==> src/verilog/pwm_cfg.svh <==
`ifndef PWM_CFG_SVH
`define PWM_CFG_SVH
// register byte offsets
`define OFS_PERIOD 6'h00
`define OFS_DEAD_TIME 6'h04
`define OFS_PULSE_DEL 6'h08
`define OFS_SYNC_WIDTH 6'h0c
`define OFS_DUTY_A 6'h10
`define OFS_DUTY_B 6'h14
`define OFS_DUTY_C 6'h18
`define OFS_SEGMENT 6'h1c
`define OFS_GATE 6'h20
`define OFS_MODE 6'h24
`define OFS_SW_SHUTDOWN 6'h28
`define OFS_STATUS 6'h2c
// field positions
`define SEG_ENABLE_LSB 0
`define SEG_CROSS_LSB 6
`define GATE_HIGH_EN_BIT 8
`define GATE_LOW_EN_BIT 9
`define MODE_DOUBLE_BIT 6
`define STAT_TRIP_BIT 0
`define STAT_SHUT_BIT 1
`define STAT_HALF_BIT 3
// reset values
`define RST_PERIOD 16'h0000
`define RST_DEAD_TIME 10'h000
`define RST_PULSE_DEL 10'h000
`define RST_SYNC_WIDTH 8'h27
`define RST_DUTY 16'h0000
`define RST_SEGMENT 9'h03f
`define RST_GATE 10'h000
`define RST_MODE 16'h0000
`endif

==> src/verilog/pwm_pkg.sv <==
package pwm_pkg;
   typedef struct packed {
      logic [15:0] period;
      logic [9:0] dead_time;
      logic [9:0] pulse_del;
      logic [7:0] sync_width;
      logic [2:0][15:0] duty;
      logic [8:0] segment;
   } timing_set_type;
   typedef enum logic {first_half, second_half} half_type;
endpackage

==> src/verilog/three_phase_pwm_controller.sv <==
// The register offsets and the Avalon-MM slave port were decided locally.
`timescale 1ns/1ns
`include "pwm_cfg.svh"
// Overview of operation
// - six active-high gate outputs, one high and one low per phase
// - period, dead time, pulse deletion each from own register
// - one duty register per phase sets that pair's duty
// - each output has its own enable bit in the segment register
// - crossover bit per phase swaps high and low waveforms
// - 8-bit gate value sets chopping rate, chop mixed into outputs
// - separate chopping enables for high side and low side
// - single update mode loads new values once per period
// - double update mode also loads new values at midpoint
// - one mode register bit selects single or double update
// - sync pulse at the start of every period
// - double update mode adds a sync pulse at midpoint
// - sync pulse width set by the sync width register
// - trip pin low forces all outputs low without any clock
// - writing software shutdown register shuts all outputs down
// - status register shows trip level and period half
// - center-based complementary pairs with dead time before turn-on
// - shutdown from trip or software resets the timing unit
// - logic runs at the instruction rate clock
// - interrupt pulses on each sync pulse and on shutdown
// - period value counts clock ticks in half a period
// - dead time is value times two clock periods, zero gives none
// - sync pulse lasts width value plus one clocks, reset 0x27
// - in double mode status bit 3 shows second half
module three_phase_pwm_controller (
   input wire logic core_clk_i,
   input wire logic rstn_i,
   input wire logic [5:0] avs_address_i,
   input wire logic avs_read_i,
   input wire logic avs_write_i,
   input wire logic [31:0] avs_writedata_i,
   output logic [31:0] avs_readdata_o,
   output logic avs_waitrequest_o,
   input wire logic trip_n_i,
   output logic phase_a_high_out_o,
   output logic phase_a_low_out_o,
   output logic phase_b_high_out_o,
   output logic phase_b_low_out_o,
   output logic phase_c_high_out_o,
   output logic phase_c_low_out_o,
   output logic sync_pulse_o,
   output logic sync_irq_o,
   output logic shutdown_irq_o
);
   pwm_pkg::timing_set_type soft_reg;
   pwm_pkg::timing_set_type act_reg;
   logic [9:0] gate_chopping_reg;
   logic [15:0] mode_control_reg;
   logic wait_reg;
   logic [31:0] rdata_reg;
   logic trip_s1_reg;
   logic trip_s2_reg;
   logic shutdown_reg;
   logic [15:0] cnt_reg;
   pwm_pkg::half_type half_reg;
   logic sync_reg;
   logic [7:0] sync_cnt_reg;
   logic sync_irq_reg;
   logic shut_irq_reg;
   logic [7:0] chop_cnt_reg;
   logic chop_reg;
   logic [5:0] gate_reg;
   logic [2:0] raw_reg;
   logic [2:0][10:0] dt_cnt_reg;

   // bus decode
   wire take_w = (avs_read_i | avs_write_i) & wait_reg;
   wire done_w = (avs_read_i | avs_write_i) & ~wait_reg;
   wire wr_w = avs_write_i & ~wait_reg;
   wire [31:0] wd_w = avs_writedata_i;
   wire double_w = mode_control_reg[`MODE_DOUBLE_BIT];
   wire [15:0] status_w = {12'h000, double_w & (half_reg == pwm_pkg::second_half), 1'b0,
                           shutdown_reg, trip_s2_reg};
   logic [31:0] rd_mux;
   always_comb begin
      unique case (avs_address_i)
         `OFS_PERIOD: rd_mux = {16'h0000, soft_reg.period};
         `OFS_DEAD_TIME: rd_mux = {22'h000000, soft_reg.dead_time};
         `OFS_PULSE_DEL: rd_mux = {22'h000000, soft_reg.pulse_del};
         `OFS_SYNC_WIDTH: rd_mux = {24'h000000, soft_reg.sync_width};
         `OFS_DUTY_A: rd_mux = {16'h0000, soft_reg.duty[0]};
         `OFS_DUTY_B: rd_mux = {16'h0000, soft_reg.duty[1]};
         `OFS_DUTY_C: rd_mux = {16'h0000, soft_reg.duty[2]};
         `OFS_SEGMENT: rd_mux = {23'h000000, soft_reg.segment};
         `OFS_GATE: rd_mux = {22'h000000, gate_chopping_reg};
         `OFS_MODE: rd_mux = {16'h0000, mode_control_reg};
         `OFS_STATUS: rd_mux = {16'h0000, status_w};
         default: rd_mux = 32'h00000000;
      endcase
   end

   always_ff @(posedge core_clk_i) begin
      if (!rstn_i) begin
         wait_reg <= 1'b1;
         rdata_reg <= 32'h00000000;
      end else begin
         wait_reg <= ~take_w;
         if (take_w) begin
            rdata_reg <= rd_mux;
         end
      end
   end

   always_ff @(posedge core_clk_i) begin
      if (!rstn_i) begin
         soft_reg <= {`RST_PERIOD, `RST_DEAD_TIME, `RST_PULSE_DEL, `RST_SYNC_WIDTH,
                      `RST_DUTY, `RST_DUTY, `RST_DUTY, `RST_SEGMENT};
         gate_chopping_reg <= `RST_GATE;
         mode_control_reg <= `RST_MODE;
      end else if (wr_w) begin
         unique case (avs_address_i)
            `OFS_PERIOD: soft_reg.period <= wd_w[15:0];
            `OFS_DEAD_TIME: soft_reg.dead_time <= wd_w[9:0];
            `OFS_PULSE_DEL: soft_reg.pulse_del <= wd_w[9:0];
            `OFS_SYNC_WIDTH: soft_reg.sync_width <= wd_w[7:0];
            `OFS_DUTY_A: soft_reg.duty[0] <= wd_w[15:0];
            `OFS_DUTY_B: soft_reg.duty[1] <= wd_w[15:0];
            `OFS_DUTY_C: soft_reg.duty[2] <= wd_w[15:0];
            `OFS_SEGMENT: soft_reg.segment <= wd_w[8:0];
            `OFS_GATE: gate_chopping_reg <= wd_w[9:0];
            `OFS_MODE: mode_control_reg <= wd_w[15:0];
            default: ;
         endcase
      end
   end

   // trip pin synchroniser for status and shutdown latch
   always_ff @(posedge core_clk_i) begin
      if (!rstn_i) begin
         trip_s1_reg <= 1'b1;
         trip_s2_reg <= 1'b1;
      end else begin
         trip_s1_reg <= trip_n_i;
         trip_s2_reg <= trip_s1_reg;
      end
   end

   wire sw_shut_w = wr_w & (avs_address_i == `OFS_SW_SHUTDOWN);
   wire shut_set_w = sw_shut_w | ~trip_s2_reg;
   wire shut_clr_w = wr_w & (avs_address_i == `OFS_STATUS);
   // both sources latch shutdown, set wins over clear
   always_ff @(posedge core_clk_i) begin
      if (!rstn_i) begin
         shutdown_reg <= 1'b0;
         shut_irq_reg <= 1'b0;
      end else begin
         shutdown_reg <= shut_set_w | (shutdown_reg & ~shut_clr_w);
         shut_irq_reg <= shut_set_w & ~shutdown_reg;
      end
   end

   // half period counter, up then down
   wire [16:0] cnt_inc_w = {1'b0, cnt_reg} + 17'h00001;
   wire mid_w = (half_reg == pwm_pkg::first_half) & (cnt_inc_w >= {1'b0, act_reg.period});
   wire start_w = (half_reg == pwm_pkg::second_half) & (cnt_reg == 16'h0000);
   wire load_w = start_w | (mid_w & double_w);
   wire sync_evt_w = start_w | (mid_w & double_w);
   always_ff @(posedge core_clk_i) begin
      // shutdown holds timing unit in its initial state
      if (!rstn_i || shutdown_reg) begin
         cnt_reg <= 16'h0000;
         half_reg <= pwm_pkg::first_half;
         act_reg <= soft_reg;
      end else begin
         if (load_w) begin
            act_reg <= soft_reg;
         end
         if (mid_w) begin
            half_reg <= pwm_pkg::second_half;
         end else if (start_w) begin
            half_reg <= pwm_pkg::first_half;
         end else if (half_reg == pwm_pkg::first_half) begin
            cnt_reg <= cnt_inc_w[15:0];
         end else begin
            cnt_reg <= cnt_reg - 16'h0001;
         end
      end
   end

   always_ff @(posedge core_clk_i) begin
      if (!rstn_i || shutdown_reg) begin
         sync_reg <= 1'b0;
         sync_cnt_reg <= 8'h00;
         sync_irq_reg <= 1'b0;
      end else begin
         sync_irq_reg <= sync_evt_w;
         if (sync_evt_w) begin
            sync_reg <= 1'b1;
            sync_cnt_reg <= act_reg.sync_width;
         end else if (sync_cnt_reg != 8'h00) begin
            sync_cnt_reg <= sync_cnt_reg - 8'h01;
         end else begin
            sync_reg <= 1'b0;
         end
      end
   end

   always_ff @(posedge core_clk_i) begin
      if (!rstn_i) begin
         chop_cnt_reg <= 8'h00;
         chop_reg <= 1'b0;
      end else if (chop_cnt_reg >= gate_chopping_reg[7:0]) begin
         chop_cnt_reg <= 8'h00;
         chop_reg <= ~chop_reg;
      end else begin
         chop_cnt_reg <= chop_cnt_reg + 8'h01;
      end
   end

   wire [10:0] dt_need_w = {act_reg.dead_time, 1'b0};
   wire [16:0] pd_w = {7'h00, act_reg.pulse_del};
   wire chop_hi_w = ~gate_chopping_reg[`GATE_HIGH_EN_BIT] | chop_reg;
   wire chop_lo_w = ~gate_chopping_reg[`GATE_LOW_EN_BIT] | chop_reg;
   logic [5:0] gate_next;
   genvar ph;
   generate
      for (ph = 0; ph < 3; ph = ph + 1) begin : g_phase
         wire [16:0] duty_w = {1'b0, act_reg.duty[ph]};
         wire [16:0] per_w = {1'b0, act_reg.period};
         wire [16:0] off_w = (duty_w >= per_w) ? 17'h00000 : per_w - duty_w;
         // pulse deletion of narrow on or off times
         wire del_on_w = duty_w < pd_w;
         wire full_on_w = off_w < pd_w;
         wire raw_w = ~del_on_w & (full_on_w | ({1'b0, cnt_reg} >= off_w));
         // dead time of twice the value before turn-on
         wire dt_ok_w = dt_cnt_reg[ph] >= dt_need_w;
         wire hi_w = raw_reg[ph] & dt_ok_w;
         wire lo_w = ~raw_reg[ph] & dt_ok_w & ~shutdown_reg;
         wire cross_w = act_reg.segment[`SEG_CROSS_LSB + ph];
         wire hsel_w = cross_w ? lo_w : hi_w;
         wire lsel_w = cross_w ? hi_w : lo_w;
         always_ff @(posedge core_clk_i) begin
            if (!rstn_i || shutdown_reg) begin
               raw_reg[ph] <= 1'b0;
               dt_cnt_reg[ph] <= 11'h000;
            end else begin
               raw_reg[ph] <= raw_w;
               if (raw_w != raw_reg[ph]) begin
                  dt_cnt_reg[ph] <= 11'h000;
               end else if (!dt_ok_w) begin
                  dt_cnt_reg[ph] <= dt_cnt_reg[ph] + 11'h001;
               end
            end
         end
         assign gate_next[2*ph] = hsel_w & act_reg.segment[`SEG_ENABLE_LSB + 2*ph] & chop_hi_w;
         assign gate_next[2*ph+1] = lsel_w & act_reg.segment[`SEG_ENABLE_LSB + 2*ph+1] & chop_lo_w;
      end
   endgenerate

   always_ff @(posedge core_clk_i) begin
      if (!rstn_i || shutdown_reg || shut_set_w) begin
         gate_reg <= 6'h00;
      end else begin
         gate_reg <= gate_next;
      end
   end

   assign phase_a_high_out_o = gate_reg[0] & trip_n_i;
   assign phase_a_low_out_o = gate_reg[1] & trip_n_i;
   assign phase_b_high_out_o = gate_reg[2] & trip_n_i;
   assign phase_b_low_out_o = gate_reg[3] & trip_n_i;
   assign phase_c_high_out_o = gate_reg[4] & trip_n_i;
   assign phase_c_low_out_o = gate_reg[5] & trip_n_i;
   assign sync_pulse_o = sync_reg;
   assign sync_irq_o = sync_irq_reg;
   assign shutdown_irq_o = shut_irq_reg;
   assign avs_readdata_o = rdata_reg;
   assign avs_waitrequest_o = wait_reg;
endmodule

==> config.mk <==
export PLATFORM = sky130hd
export DESIGN_NAME = three_phase_pwm_controller
export DESIGN_NICKNAME = d
export VERILOG_FILES = /design/src/verilog/pwm_pkg.sv /design/src/verilog/three_phase_pwm_controller.sv
export VERILOG_INCLUDE_DIRS = /design/src /design/src/verilog
export SDC_FILE = /design/constraint.sdc
export NUM_CORES = 1
export LEC_CHECK = 0
export BUFFER_PORTS_ARGS = -buffer_cell sky130_fd_sc_hd__buf_2
export CORE_MARGIN = 5
export CORE_UTILIZATION = 40
export CTS_CLUSTER_DIAMETER = 40
export CTS_CLUSTER_SIZE = 40
export DETAILED_ROUTE_END_ITERATION = 8
export SLEW_MARGIN = 40
export SYNTH_ARGS = -nofsm -noshare
export SYNTH_HDL_FRONTEND = slang
export SYNTH_SLANG_ARGS = --single-unit
==> constraint.sdc <==
create_clock -name core_clk_i -period 9.48 [get_ports core_clk_i]
set_clock_uncertainty 0.15 [all_clocks]
set_input_delay 2.844 -clock core_clk_i [delete_from_list [all_inputs] [get_ports core_clk_i]]
set_output_delay 2.844 -clock core_clk_i [all_outputs]
set_load 0.05 [all_outputs]
; Yosys cells after proc, flatten, opt, wreduce, memory -nomap -nowiden
; Index checks and enable logic that the tools add are counted.
[totals]
mem_bits_ro = 0
ramBits = 0
wordCells = 190
reg_bits = 343
inputBits = 43
latch_bits = 0
mem_count = 0
out_inout_bits = 42
[op_classes]
addsub = 10
shift = 0
magnitude_cmp = 17
multipliers = 0
n_eq_ne = 15
reduce_logical = 24
div_mod_pow = 0
bitwise = 67
n_mux = 19
[op_table]
columns = cell, n
row1 = $mux W101, 2
row2 = $pmux W16 S11, 1
row3 = $ge A16 B17 Y1, 3
row4 = $lt A17 B10 Y1, 3
row5 = $mux W17, 3
row6 = $sub A16 B16 Y17, 3
row7 = $ge A16 B16 Y1, 3
row8 = $lt A16 B10 Y1, 3
row9 = $and A1 B1 Y1, 40
row10 = $add A11 B1 Y11 const B, 3
row11 = $ge A11 B11 Y1, 3
row12 = $eq A6 B5 Y1 const B, 4
row13 = $eq A6 B6 Y1 const B, 4
row14 = $reduce_and A2 Y1, 11
row15 = $not A1 Y1, 18
row16 = $add A16 B1 Y17 const B, 1
row17 = $ge A17 B16 Y1, 1
row18 = $logic_not A16 Y1, 1
row19 = $mux W16, 1
row20 = $mux W8, 2
row21 = $sub A16 B1 Y16 const B, 1
row22 = $eq A6 B4 Y1 const B, 2
row23 = $mux W1, 10
row24 = $or A1 B1 Y1, 9
row25 = 12 further kinds, 20

; Logic depth before layout (Yosys ltp)
[depth]
word_depth = 7
mapped_depth = 24
depth_no_buf = 21

; Worst setup path after synthesis
; Ideal clock, no wire load.
[synth_timing]
path_type = in2out
from = in trip_n_i
to = out phase_a_high_out_o
setup_slack_ps = 3235
stages = 1
path_buffers = 0
t_required_ps = 6486
arrival_ps = 3251
path_cell_list = and2_1
[synth_between]
elab_chain_len = 1
[synth_rtl]
columns = element, line_no
row1 = start: declaration, three_phase_pwm_controller.sv:38  ; input wire logic trip_n_i,
row2 = $and A1 B1 Y1, three_phase_pwm_controller.sv:262  ; assign phase_a_high_out_o = gate_reg[0] & trip_n_i;
row3 = end: declaration, three_phase_pwm_controller.sv:39  ; output logic phase_a_high_out_o,
; No other way between the ends.

; Final worst setup path
; Ends and elaborated chain as after synthesis.

==> results.yml <==
cts:
  cts_resized: 0
  root_buffer: "clkbuf_16"
  worstSkewPairLatency_ps: 580
  clkTransAtPathRegs_ps: 60
  clockBufferDepth: 3
  post-cts-setup-buffer-count: 0
  cts_htree_levels: 2
  hold_buffers: 0
  tritoncts: "done"
  cts_sinks: 327
  numCtsBuffers: 49
power:
  intPower_w: 0.003055
  seqPwrFrac_pct: 35.3
  p_clk_share_pct: 38.5
  p_per_area_nw_per_um2: 202.0
  power.switching_w: 0.001588
  power.share.switching_pct: 34.20
  ir_drop_mv: 0.1428
  fin_total_pwr_w: 0.004643
  combPwrFrac_pct: 26.1
  p_leak_nw: 9.186
grt:
  antenna_found_initial: 0
  grt_overflow_total: 0
  grt_usage_pct: 21.80
  grt_start_max_net_pins: 95
  grt_pass1_vias: 16830
  grt_pass1_wl_mm: 96.95
layout:
  area_growth_pct: 11.99
  nets: 2633
  final_area_sq_um: 22990
  register_area_sq_um: 7559
  n_fill_cell: 5002
  multi_input_area_sq_um: 11980
  drive_above_1_share_pct: 8.458
worst_setup_path:
  startpoint_type: "input pin"
  cp_data_arrival_time_ps: 3340
  r2r_end: "dt_cnt_reg[26]"
  r2r_cells: 18
  crit_fanout: 7
  worstSetupEndpointType: "primary output"
  rr_startpoint: "act_reg[93]"
  path_class: "in -> out"
  ff2ff_setup_slack_ps: 3730
  critPathRequiredTime_ps: 6490
  crit_path_start: "trip_n_i"
  crit_end: "phase_a_high_out_o"
timing:
  setup_tns_ps: 0
  fin_crit_sh_pct: 66.85
  max-slew-margin-rel_pct: 42.08
  fmax_ghz: 0.1578
  setup-violations-final: 0
  hold_violations: 0
  worst_pin_slew_ps: 846.8
  final.min_clock_period_ps: 6337
  finalMaxSlewViolations: 0
  holdWs_ps: 270.2
  grt_setup_unrepaired: "false"
routing:
  ant_nets: 0
  dr.pass1.iters: 7
  wl_per_cell_um: 20.29
  drt_iter0_drc: 1366
  vias_per_cell: 5.642
  detailroute.via_count: 17450
  wl_mm: 62.77
  drc: 0
die:
  start_util_pct: 40.17
  rows: 83
  dieArea_sq_um: 55940
  core_sq_um: 51090
  die_y_um: 236.5
  ioPinCount: 85
  fp.dieW_um: 236.5
flow_run:
  max_cap_violations: 0
logic_synthesis:
  syn_area_per_cell_sq_um: 8.668
  synth-main-ff-cell: "dfxtp_1"
  synth_edf_count: 101
  yosysUniqueCellTypes: 85
  async_flop_share_pct: 0
  ys_ff_latch: 327
  netlist_area_sq_um: 20520
  ys_warn_count: 0
  syn_inst: 2368
  ys_seq_area_share_pct: 36.82
placed_design:
  port_buffers: 52
  dpl_cell_area_sq_um: 21310
  place_hpwl_mm: 45.87
  place.gp.congestion: 0.9460
status:
  outcome: "finished clean"
hold_path:
  hp-class: "reg -> reg"
## per-layer routing
layer	share of wire (%)	GRT usage, %	vias up
li1	-	-	8491
met4	4.3	8.973	0
met2	44	34.03	567
met5	0	0	-
met3	6.4	3.611	162
met1	45	30.14	8230
## critical path, stage by stage
cell and delay, ps:
buf_2 120, and2_1 130, buf_2 250
## power groups by stage
| stage | clock [W] | combinational, W | sequential [W] |
|---|---|---|---|
| after floorplan | 0 | 0.000917 | 0.00162 |
| after global placement | 0 | 0.00116 | 0.00166 |
| after detailed placement | 0 | 0.00120 | 0.00167 |
| after CTS | 0.00182 | 0.00120 | 0.00164 |
| after global routing | 0.00189 | 0.00136 | 0.00165 |
| final | 0.00179 | 0.00121 | 0.00164 |
## placed cells by master (no fill, tap or decap), drive strengths merged, types with 9 or more instances in the layout
master,count
a2111oi,11
a211oi,24
a21boi,124
a21o,36
a21oi,123
a221oi,14
a222oi,14
a22oi,19
a31oi,21
and2,23
and3,29
buf,68
clkbuf,56
clkinv,14
conb,16
dfxtp,226
edfxtp,101
ha,213
inv,163
mux2,14
mux2i,20
nand2,376
nand2b,22
nand3,63
nand4,32
nor2,151
nor2b,28
nor3,32
nor4,21
nor4b,9
o2111ai,10
o211ai,10
o21a,22
o21ai,74
or3,17
or4,11
xnor2,42
xor2,50
## Yosys cell counts (8+ instances only)
| cell type | count | share of area (%) |
|---|---|---|
| nor4_1 | 21 | 0.64 |
| o2111ai_1 | 10 | 0.43 |
| nand4_1 | 32 | 0.98 |
| a31oi_1 | 21 | 0.64 |
| buf_4 | 17 | 0.62 |
| xnor2_1 | 42 | 1.8 |
| a2111oi_0 | 9 | 0.38 |
| nor2_1 | 151 | 2.8 |
| nand3_1 | 63 | 1.5 |
| clkbuf_1 | 106 | 1.9 |
| and3_1 | 27 | 0.82 |
| and2_1 | 21 | 0.64 |
| mux2i_1 | 20 | 0.98 |
| inv_1 | 149 | 2.7 |
| a21o_1 | 36 | 1.3 |
| nor3_1 | 32 | 0.78 |
| o211ai_1 | 10 | 0.37 |
| dfxtp_1 | 226 | 22 |
| o21bai_1 | 8 | 0.29 |
| o22ai_1 | 8 | 0.24 |
| nand2_1 | 376 | 6.9 |
| or3_1 | 17 | 0.52 |
| nor4b_1 | 9 | 0.38 |
| o21a_1 | 22 | 0.80 |
| edfxtp_1 | 101 | 15 |
| nor2b_1 | 28 | 0.85 |
| a21oi_1 | 122 | 3.0 |
| xor2_1 | 50 | 2.1 |
| a211oi_1 | 23 | 0.84 |
| a22oi_1 | 19 | 0.69 |
| a21boi_0 | 122 | 4.5 |
| a221oi_1 | 13 | 0.55 |
| mux2_2 | 14 | 0.77 |
| ha_1 | 213 | 13 |
| nand2b_1 | 22 | 0.67 |
| o21ai_0 | 71 | 1.7 |
| a222oi_1 | 14 | 0.68 |
| and4_1 | 8 | 0.34 |
| or4_1 | 11 | 0.40 |
## kinds of logic (layout without fill, tap and decap cells)
kind of cell	after synthesis	in the layout	synth area share, %
XOR/XNOR	92	92	3.926
AND/OR/NAND/NOR	848	848	19.35
multiplexers	34	34	1.743
AO/OA/AOI/OAI	573	573	19.44
adder cells (fa/ha/maj)	216	216	13.28
flip-flops	327	327	36.82
buffers and inverters	277	306	5.426
other	1	17	0.01827
## final cells by class
| class | instances | area share (%) |
|---|---|---|
| inverter | 149 | 2.433 |
| tap | 680 | 3.701 |
| multi-input combinational | 1779 | 52.11 |
| antenna | 1 | 0.01089 |
| sequential | 327 | 32.88 |
| timing repair buffer | 68 | 1.698 |
| clock inverter | 33 | 1.442 |
| clock buffer | 56 | 5.721 |
## per-stage QoR
stage	cells	utilization [%]	setup WS (ps)
floorplan	2383	-	3235
global placement	3002	41.65	3152
detailed placement	3003	41.70	3141
CTS	3092	44.92	3141
global route	3092	44.98	3108
finish	3093	44.99	3143
## worst min path at each step
stage	from	endpoint	cells past startpoint
after floorplan	trip_s1_reg	trip_s2_reg	1
after global routing	trip_s1_reg	trip_s2_reg	1
after CTS	trip_s1_reg	trip_s2_reg	1
after global placement	trip_s1_reg	trip_s2_reg	1
after detailed placement	trip_s1_reg	trip_s2_reg	1
final	trip_s1_reg	trip_s2_reg	1
No activity file was read; power rests on OpenSTA's default activity.
